<file path="src/design/spmc_pkg.sv">
// constants and types shared by the serial pipe mode controller
package spmc_pkg;

  // ********************************************************
  // configured enable setting
  // ********************************************************
  localparam logic [1:0] EN_DISABLED = 2'h0;
  localparam logic [1:0] EN_ENABLED = 2'h1;
  localparam logic [1:0] EN_AUTOSTART = 2'h2;

  // ********************************************************
  // role levels, shared by role_select_pin and configured role
  // ********************************************************
  localparam logic ROLE_PERIPH = 1'h0;
  localparam logic ROLE_CENTRAL = 1'h1;

  // ********************************************************
  // synchroniser bit positions and boot timing
  // ********************************************************
  localparam int PIN_PIPE = 0;
  localparam int PIN_ROLE = 1;
  localparam int PIN_CNT = 2;
  // boot_cnt value at which the synchronised pins are trusted; boot completes three cycles after reset release
  localparam logic [1:0] BOOT_WAIT = 2'h2;
  localparam logic PIPE_PULL_RESET = 1'h1;

  // ********************************************************
  // serial byte buffer
  // ********************************************************
  localparam int DATA_W = 8;
  localparam int FIFO_DEPTH = 16;

  // ********************************************************
  // pipe operation states
  // ********************************************************
  typedef enum logic [1:0] {
    MODE_OFF,
    MODE_IDLE,
    MODE_RUN,
    MODE_DATA
  } spmc_mode_e;

endpackage

</file>
<file path="src/design/spmc_serial_pipe_mode_control.sv">
// serial pipe mode controller: pin synchronisers, pipe state machine, byte buffer and router
// Functional notes
// - pipe pin driven low starts pipe operation in the active role, even when disabled
// - data mode follows pipe pin level only; then every byte goes to the peer
// - while enabled, weakly pull pipe pin to match pipe state; host may override
// - pin high or floating and setting disabled: pipe inactive, service hidden
// - setting enabled: idle until start command, then advertise or scan per role
// - pin floating and enabled: events flow until connection opens, then pull low
// - data state, once entered, lasts until remote disconnect or unsubscribe
// - autostart: as enabled, plus start at boot and restart after disconnect
// - pin driven high: command mode kept, no transparent data unless pin asserted
// - pin high with autostart: events stay visible while pin stays high
// - pin low at boot: start automatically whatever the setting, events suppressed
// - pull role pin to configured role; an externally driven level wins
`timescale 1ns/1ps

// ********************************************************
// byte buffer with registered output stage
// ********************************************************
module spmc_fifo #(
  parameter int WIDTH = 8,
  parameter int DEPTH = 16
) (
  input wire logic clock_i,
  input wire logic rst_i,
  input wire logic [WIDTH-1:0] in_data_i,
  input wire logic in_valid_i,
  output logic in_ready_o,
  output logic [WIDTH-1:0] out_data_o,
  output logic out_valid_o,
  input wire logic out_ready_i
);
  localparam int AW = $clog2(DEPTH);

  typedef struct packed {
    logic [DEPTH-1:0][WIDTH-1:0] mem;
    logic [AW-1:0] wr;
    logic [AW-1:0] rd;
    logic [AW:0] cnt;
    logic [WIDTH-1:0] out_d;
    logic out_v;
    logic in_rdy;
  } spmc_fifo_s;

  spmc_fifo_s q_ff;
  spmc_fifo_s nxt_q;
  logic push;
  logic pop;

  always_comb
  begin
    nxt_q = q_ff;
    push = in_valid_i && q_ff.in_rdy;
    // refill the output register whenever it is empty or being drained
    pop = (q_ff.cnt != '0) && (!q_ff.out_v || out_ready_i);
    if (q_ff.out_v && out_ready_i)
    begin
      nxt_q.out_v = 1'b0;
    end
    if (pop)
    begin
      nxt_q.out_d = q_ff.mem[q_ff.rd];
      nxt_q.out_v = 1'b1;
      nxt_q.rd = AW'(q_ff.rd + 1'b1);
    end
    if (push)
    begin
      nxt_q.mem[q_ff.wr] = in_data_i;
      nxt_q.wr = AW'(q_ff.wr + 1'b1);
    end
    nxt_q.cnt = (AW+1)'(q_ff.cnt + (AW+1)'(push) - (AW+1)'(pop));
    nxt_q.in_rdy = nxt_q.cnt < (AW+1)'(DEPTH);
  end

  always_ff @(posedge clock_i or posedge rst_i)
  begin
    if (rst_i)
    begin
      q_ff <= '0;
    end
    else
    begin
      q_ff <= nxt_q;
    end
  end

  assign in_ready_o = q_ff.in_rdy;
  assign out_data_o = q_ff.out_d;
  assign out_valid_o = q_ff.out_v;
endmodule

// ********************************************************
// top: mode decisions, pin pulls and byte routing
// ********************************************************
module spmc_serial_pipe_mode_control (
  input wire logic clock_i,
  input wire logic rst_i,
  input wire logic pipe_pin_i,
  input wire logic role_select_pin_i,
  input wire logic [1:0] enable_cfg_i,
  input wire logic role_cfg_i,
  input wire logic pipe_start_text_command_i,
  input wire logic conn_open_i,
  input wire logic remote_drop_i,
  input wire logic [7:0] rx_data_i,
  input wire logic rx_valid_i,
  output logic rx_ready_o,
  output logic [7:0] peer_data_o,
  output logic peer_valid_o,
  input wire logic peer_ready_i,
  output logic [7:0] cmd_data_o,
  output logic cmd_valid_o,
  input wire logic cmd_ready_i,
  output logic pipe_pull_o,
  output logic pipe_pull_en_o,
  output logic role_select_pin_pull_o,
  output logic role_select_pin_pull_en_o,
  output logic data_mode_o,
  output logic events_enable_o,
  output logic advertise_o,
  output logic scan_o,
  output logic service_visible_o,
  output logic [1:0] mode_o
);

  typedef struct packed {
    logic [spmc_pkg::PIN_CNT-1:0] pin_s1;
    logic [spmc_pkg::PIN_CNT-1:0] pin_s2;
    logic [1:0] echo;
    logic [1:0] boot_cnt;
    logic booted;
    spmc_pkg::spmc_mode_e mode;
    logic data_mode;
    logic events;
    logic adv;
    logic scan;
    logic visible;
    logic pull_lvl;
    logic pull_en;
    logic role_lvl;
    logic [7:0] slot;
    logic peer_v;
    logic cmd_v;
  } spmc_top_s;

  spmc_top_s q_ff;
  spmc_top_s nxt_q;
  logic pin_low;
  logic ext_low;
  logic role_eff;
  logic slot_take;
  logic slot_free;
  logic [7:0] f_data;
  logic f_valid;
  logic f_in_ready;

  // state entered with no pending connection, after boot or a drop
  function automatic spmc_pkg::spmc_mode_e rest_mode(input logic low, input logic [1:0] cfg);
    if (low || cfg == spmc_pkg::EN_AUTOSTART)
    begin
      return spmc_pkg::MODE_RUN;
    end
    else if (cfg == spmc_pkg::EN_ENABLED)
    begin
      return spmc_pkg::MODE_IDLE;
    end
    return spmc_pkg::MODE_OFF;
  endfunction

  // back-pressure from the router reaches the host through rx_ready_o
  spmc_fifo #(
    .WIDTH(spmc_pkg::DATA_W),
    .DEPTH(spmc_pkg::FIFO_DEPTH)
  ) u_fifo (
    .clock_i(clock_i),
    .rst_i(rst_i),
    .in_data_i(rx_data_i),
    .in_valid_i(rx_valid_i),
    .in_ready_o(f_in_ready),
    .out_data_o(f_data),
    .out_valid_o(f_valid),
    .out_ready_i(slot_free)
  );

  always_comb
  begin
    nxt_q = q_ff;
    // only the second stage feeds decisions
    pin_low = !q_ff.pin_s2[spmc_pkg::PIN_PIPE];
    role_eff = q_ff.pin_s2[spmc_pkg::PIN_ROLE];
    nxt_q.pin_s1 = {role_select_pin_i, pipe_pin_i};
    nxt_q.pin_s2 = q_ff.pin_s1;
    // own low pull echoes back through the pin; only a low it did not make is a request
    nxt_q.echo = {q_ff.echo[0], q_ff.pull_en && !q_ff.pull_lvl};
    ext_low = pin_low && !q_ff.echo[1];
    if (!q_ff.booted)
    begin
      nxt_q.boot_cnt = 2'(q_ff.boot_cnt + 1'b1);
      if (q_ff.boot_cnt == spmc_pkg::BOOT_WAIT)
      begin
        nxt_q.booted = 1'b1;
        nxt_q.mode = rest_mode(ext_low, enable_cfg_i);
      end
    end
    else
    begin
      case (q_ff.mode)
        spmc_pkg::MODE_OFF:
        begin
          if (ext_low)
          begin
            nxt_q.mode = spmc_pkg::MODE_RUN;
          end
          else if (enable_cfg_i != spmc_pkg::EN_DISABLED)
          begin
            nxt_q.mode = rest_mode(1'b0, enable_cfg_i);
          end
        end
        spmc_pkg::MODE_IDLE:
        begin
          if (ext_low || pipe_start_text_command_i)
          begin
            nxt_q.mode = spmc_pkg::MODE_RUN;
          end
          else
          begin
            nxt_q.mode = rest_mode(1'b0, enable_cfg_i);
          end
        end
        spmc_pkg::MODE_RUN:
        begin
          if (conn_open_i)
          begin
            nxt_q.mode = spmc_pkg::MODE_DATA;
          end
          else if (!pin_low && enable_cfg_i == spmc_pkg::EN_DISABLED)
          begin
            nxt_q.mode = spmc_pkg::MODE_OFF;
          end
        end
        spmc_pkg::MODE_DATA:
        begin
          // the configuration is not consulted until the remote side leaves
          if (remote_drop_i)
          begin
            nxt_q.mode = rest_mode(ext_low, enable_cfg_i);
          end
        end
        default:
        begin
          nxt_q.mode = spmc_pkg::MODE_OFF;
        end
      endcase
    end
    nxt_q.data_mode = pin_low;
    nxt_q.events = !pin_low;
    nxt_q.adv = nxt_q.mode == spmc_pkg::MODE_RUN && role_eff == spmc_pkg::ROLE_PERIPH;
    nxt_q.scan = nxt_q.mode == spmc_pkg::MODE_RUN && role_eff == spmc_pkg::ROLE_CENTRAL;
    nxt_q.visible = nxt_q.mode != spmc_pkg::MODE_OFF;
    // weak pull only; a driving host always wins on the wire
    nxt_q.pull_en = enable_cfg_i != spmc_pkg::EN_DISABLED || pin_low;
    nxt_q.pull_lvl = nxt_q.mode != spmc_pkg::MODE_DATA;
    nxt_q.role_lvl = role_cfg_i;
    // single output slot; destination fixed when a byte is loaded
    slot_take = (q_ff.peer_v && peer_ready_i) || (q_ff.cmd_v && cmd_ready_i);
    slot_free = !(q_ff.peer_v || q_ff.cmd_v) || slot_take;
    if (slot_take)
    begin
      nxt_q.peer_v = 1'b0;
      nxt_q.cmd_v = 1'b0;
    end
    if (slot_free && f_valid)
    begin
      nxt_q.slot = f_data;
      nxt_q.peer_v = q_ff.data_mode;
      nxt_q.cmd_v = !q_ff.data_mode;
    end
  end

  always_ff @(posedge clock_i or posedge rst_i)
  begin
    if (rst_i)
    begin
      q_ff <= '0;
      q_ff.pin_s1 <= '1;
      q_ff.pin_s2 <= '1;
      q_ff.pull_lvl <= spmc_pkg::PIPE_PULL_RESET;
      q_ff.events <= 1'b1;
    end
    else
    begin
      q_ff <= nxt_q;
    end
  end

  assign rx_ready_o = f_in_ready;
  assign peer_data_o = q_ff.slot;
  assign peer_valid_o = q_ff.peer_v;
  assign cmd_data_o = q_ff.slot;
  assign cmd_valid_o = q_ff.cmd_v;
  assign pipe_pull_o = q_ff.pull_lvl;
  assign pipe_pull_en_o = q_ff.pull_en;
  assign role_select_pin_pull_o = q_ff.role_lvl;
  assign role_select_pin_pull_en_o = q_ff.booted;
  assign data_mode_o = q_ff.data_mode;
  assign events_enable_o = q_ff.events;
  assign advertise_o = q_ff.adv;
  assign scan_o = q_ff.scan;
  assign service_visible_o = q_ff.visible;
  assign mode_o = q_ff.mode;
endmodule

</file>
<file path="config.mk">
export PLATFORM = sky130hd
export DESIGN_NAME = spmc_serial_pipe_mode_control
export DESIGN_NICKNAME = d
export VERILOG_FILES = /design/src/design/spmc_pkg.sv /design/src/design/spmc_serial_pipe_mode_control.sv
export SDC_FILE = /design/constraint.sdc
export NUM_CORES = 1
export LEC_CHECK = 0
export ABC_AREA = 1
export BUFFER_PORTS_ARGS = -buffer_cell sky130_fd_sc_hd__buf_2
export CAP_MARGIN = 20
export CORE_MARGIN = 1.5
export CORE_UTILIZATION = 61
export DETAILED_ROUTE_END_ITERATION = 6
export PLACE_DENSITY_LB_ADDON = 0.12
export SLEW_MARGIN = 10
export SYNTH_ARGS = -nofsm -noshare
export SYNTH_HDL_FRONTEND = slang
export SYNTH_SLANG_ARGS = --single-unit
</file>
<file path="constraint.sdc">
create_clock -name clock_i -period 8.2 [get_ports clock_i]
set_input_delay 2.05 -clock clock_i [delete_from_list [all_inputs] [get_ports clock_i]]
set_output_delay 2.05 -clock clock_i [all_outputs]
set_load 0.005 [all_outputs]
</file>
Yosys cells after proc, flatten, opt, wreduce, memory -nomap -nowiden. Cells that the tools add are included.

Memory bits (read-only): 0. Bits in registers: 180. Latch bits: 0. Memories kept: 0. Word-level logic and storage cells: 129. Memory bits (writable): 0. Output and inout bits: 30.

Multiplexer cells: 41. Magnitude comparators: 4. Div/mod/pow operators: 0. Reductions and logical operators: 31. $mul: 0. Equality and inequality tests: 8. Add/subtract/negate cells: 5. Shift-type cells: 0. Bitwise logic cells: 1.

Operators with widths (number): $bwmux 128 (1); $bmux 8 s4 (1); $demux 8 s4 (1); $mux 2 (16); $mux 1 (18); $mux 8 (2); $logic_and 1x1->1 (11); $eq 2x2->1 const B (5); $lt 4x5->1 const B (2); $add 4x1->4 const B (2); $pmux 2 s4 (1); $reduce_bool 2->1 (4); $logic_or 1x1->1 (7); $logic_not 1->1 (6); $add 5x1->5 (1); $lt 5x5->1 const B (1); $reduce_bool 5->1 (1); $sub 5x1->5 (1); $eq 2x1->1 const B (2); $ge 4x1->1 const B (1); $logic_not 2->1 (2); $mux 3 (1); $add 2x1->2 const B (1); $ne 2x2->1 const B (1); $not 1->1 (1).

Longest topological paths before layout.
Depth in word-level cells: 14. Gate-level depth with buffers: 17. Mapped depth without buffers: 16.

Hierarchy. A second synthesis with hierarchy kept.

Cell total of the unflattened synthesis: 1087. Area total of the unflattened synthesis: 8675.8 µm².

By module, submodules not included: spmc_fifo (cells each 945, instances 1, area each 7385.8 µm², sequential area each 3778.6 µm²); spmc_serial_pipe_mode_control (cells each 142, instances 1, area each 1290.0 µm², sequential area each 733.2 µm²).

Least setup slack after synthesis. OpenSTA, ideal clock, no wires.

Path type: input -> register. From: input port peer_ready_i. To: register u_fifo.q_ff[14] (netlist name). Stages on the path: 17. Library setup time: 0.121 ns. Data required time: 8.079 ns. Slack: 4.078 ns. Arrival time: 4.001 ns. Cells stage by stage: nand2_1 -> nand2_1 -> inv_2 -> o21ai_0 -> inv_1 -> nand2_1 -> nand2_2 -> inv_2 -> buf_6 -> ha_1 -> inv_1 -> ha_1 -> inv_1 -> fa_1 -> o21ai_0 -> xnor2_1 -> inv_1.

RTL lines: from (decl) (RTL line spmc_serial_pipe_mode_control.sv:110) `input wire logic peer_ready_i,`; to (signal assigned) (RTL line spmc_serial_pipe_mode_control.sv:83) `q_ff <= nxt_q;`; to (decl) (RTL line spmc_serial_pipe_mode_control.sv:45) `spmc_fifo_s q_ff;`.

==> impl_metrics.json <==
{
  "cp_max_fo": 13,
  "clock_latency_ps": 430,
  "drive_gt1_frac": 0.100,
  "power.density_nw_per_um2": 402,
  "wl_per_cell_um": 15.3,
  "drtIter0Drc": 694,
  "hold_end": "q_ff[26]",
  "gr-total-overflow": 0,
  "core_um2": 13800,
  "antenna_left": 0,
  "cpMostUsedCell": "inv_1",
  "critPathLaunchType": "input port",
  "cp_top_family": "adder cells",
  "design_area_um2": 9220,
  "synth.distinct_cells": 28,
  "worstHoldStart": "nxt_q[26]",
  "irDropWorstVdd_mv": 0.270,
  "clkTransAtPathRegs_ps": 60,
  "numPortBuffers": 50,
  "critical_path_required_ps": 8520,
  "post-route-min-period_ps": 4090,
  "rr_endpoint": "u_fifo.q_ff[14]",
  "die_y_um": 121,
  "finClkSkew_ps": 4.85,
  "grt_max_degree": 111,
  "syn_area_um2": 8560,
  "clk_path_buf_depth": 2,
  "slew_headroom": 0.355,
  "synth_edf_count": 0,
  "period_share": 0.499,
  "antenna_found_initial": 0,
  "tritoncts.num_buffers": 17,
  "dp_hpwl_um": 11800,
  "reg2reg_from": "u_fifo.q_ff[13]",
  "cp_num_buf_inv": 7,
  "yosys_warnings": 0,
  "grt_use_total": 0.289,
  "ys.flop_type": "dfrtp_1",
  "crit_slowest_cell": "fa_1",
  "syn-instance-count": 1066,
  "end_kind": "flop",
  "fin_util": 0.669,
  "synth-seq-cells": 180,
  "p_leak_uw": 0.00479,
  "r2r_setup_slack_ps": 5370,
  "critPathKind": "input port to flop",
  "die_w_um": 121,
  "gp_congestion": 0.843,
  "viasPerCell": 5.28,
  "firstDrtPassIters": 5,
  "area_delta_synth_final_pct": 7.75,
  "n_antenna_cell": 0,
  "slew_viol_final": 0,
  "cp_cell_sequence": "buf_2 > nand2_1 > nand2_1 > inv_2 > o21ai_0 > inv_1 > nand2_1 > nand2_2 > inv_2 > ha_1 > inv_1 > ha_1 > inv_1 > fa_1 > o21ai_0 > xnor2_1 > inv_1",
  "drcViolationCount": 0,
  "cp.arrival_ps": 4420,
  "slowest_delay_ps": 410,
  "root_buffer": "clkbuf_16",
  "dpl-instance-area_um2": 8630,
  "fmax_mhz": 244,
  "max_cap_violations": 0,
  "h-tree-depth": 4,
  "syn_area_per_cell_um2": 8.03,
  "post_cts_resized": 0,
  "cts_sinks": 180,
  "dieArea_um2": 14700,
  "worstMarginPinSlew_ps": 967,
  "nNetsFinal": 1106,
  "rsz0062_at_grt": "false",
  "cts_hold_buf": 0,
  "synth_nets": 1100,
  "hold_path.class": "flop to flop",
  "wl_um": 19400,
  "tns_ps": 0,
  "setup_violations": 0,
  "vias": 6680,
  "finalHoldViolations": 0,
  "synth_seq_area_share": 0.527,
  "core.rowCount": 43,
  "grt_pass1_wl_um": 32300,
  "grt_pass1_vias": 6226,
  "holdPathStages": 0,
  "initial_core_util": 0.621,
  "fillers": 1225,
  "synthArstFlopShare": 1.00,
  "rr_worst_depth": 13,
  "cts_tree": "built",
  "status": "completed",
  "ioPinCount": 51,
  "post_cts_buffers": 0
}
-- per-stage QoR --
| stage | hold slack [ps] | worst slack [ps] | power (µW) | cells |
|---|---|---|---|---|
| global placement | 335 | 3780 | 2820 | 1233 |
| global route | 358 | 3930 | 4020 | 1265 |
| finish | 355 | 4110 | 3700 | 1265 |
| detailed placement | 338 | 3690 | 2870 | 1233 |
| floorplan | 331 | 1270 | 2550 | 1066 |
| CTS | 355 | 4110 | 3710 | 1265 |
-- where the power goes --
part	switching, µW	internal (µW)
clock network	336	495
logic	925	494
registers	208	1250
total	1470	2240
-- logic make-up after synthesis --
| family | share of synthesized area |
|---|---|
| buffers and inverters | 0.104 |
| AND/OR/NAND/NOR | 0.253 |
| AO/OA/AOI/OAI | 0.0851 |
| adder cells (fa/ha/maj) | 0.0199 |
| flip-flops | 0.527 |
| XOR/XNOR | 0.0113 |
-- worst max path at each step --
stage / from / end / cells past startpoint
4_1_cts: peer_ready_i / u_fifo.q_ff[14] / 17
3_5_place_dp: peer_ready_i / u_fifo.q_ff[14] / 17
2_1_floorplan: rst_i / advertise_o / 1
6_report: peer_ready_i / u_fifo.q_ff[14] / 17
3_3_place_gp: peer_ready_i / u_fifo.q_ff[14] / 17
5_1_grt: cmd_ready_i / u_fifo.q_ff[14] / 17
-- final cells by class --
cell class,instances,area [µm²],share of cell area
timing repair buffer,56,295,0.0320
multi-input combinational,702,3160,0.342
clock buffer,23,468,0.0508
tap,180,225,0.0244
inverter,115,437,0.0474
clock inverter,9,126,0.0137
sequential,180,4510,0.489
-- routing by layer --
layer  vias up  share of wire  global-route usage
met1      3177           0.48               0.424
met5         -              0                   0
met2       171           0.45               0.426
met4         0          0.023               0.105
li1       3306              -                   -
met3        26          0.051              0.0583
-- registers in the layout (all words and copies together) (netlist names), 2 cells and up --
register	count
nxt_q	4
u_fifo.q_ff	141
cmd_data_o	8
q_ff	4
mode_o	2
u_fifo.out_data_o	8
-- synth_stat cells, types with 3 or more instances --
cell type / instances / area share
nand2_2: 7 / 0.0051
buf_4: 24 / 0.021
clkbuf_1: 9 / 0.0039
dfstp_2: 6 / 0.018
nor2_1: 13 / 0.0057
o21ai_1: 26 / 0.015
nand2_1: 419 / 0.18
o21ai_0: 112 / 0.066
buf_6: 9 / 0.012
dfrtp_1: 174 / 0.51
xnor2_1: 5 / 0.0051
nor2_2: 4 / 0.0029
a21oi_1: 3 / 0.0018
inv_1: 112 / 0.049
ha_1: 12 / 0.018
nand3_1: 87 / 0.051
xor2_1: 6 / 0.0061
buf_2: 25 / 0.015
-- placed cells by master, fill, tap and decap left out --
cell        instances
or2_2               1
buf_4               6
clkbuf_8            2
ha_1               12
a32o_1              1
o21ai_0           112
o22ai_1             1
clkinv_2            4
o21ai_1            26
xnor2_1             5
fa_1                1
nand2_1           419
bufinv_16           3
dfstp_2             6
clkbuf_16          17
clkinv_1            1
nor2_4              2
inv_1             110
buf_2              50
nor2_2              4
xor2_1              6
inv_6               2
nand2_2             7
inv_2               3
nor2_1             13
a31oi_1             1
nand4_1             1
clkbuf_1            4
nand3_1            87
dfrtp_2             1
a21oi_1             3
clkinvlp_4          1
dfrtp_1           173
Note: power is estimated with default switching activity, not from simulation.
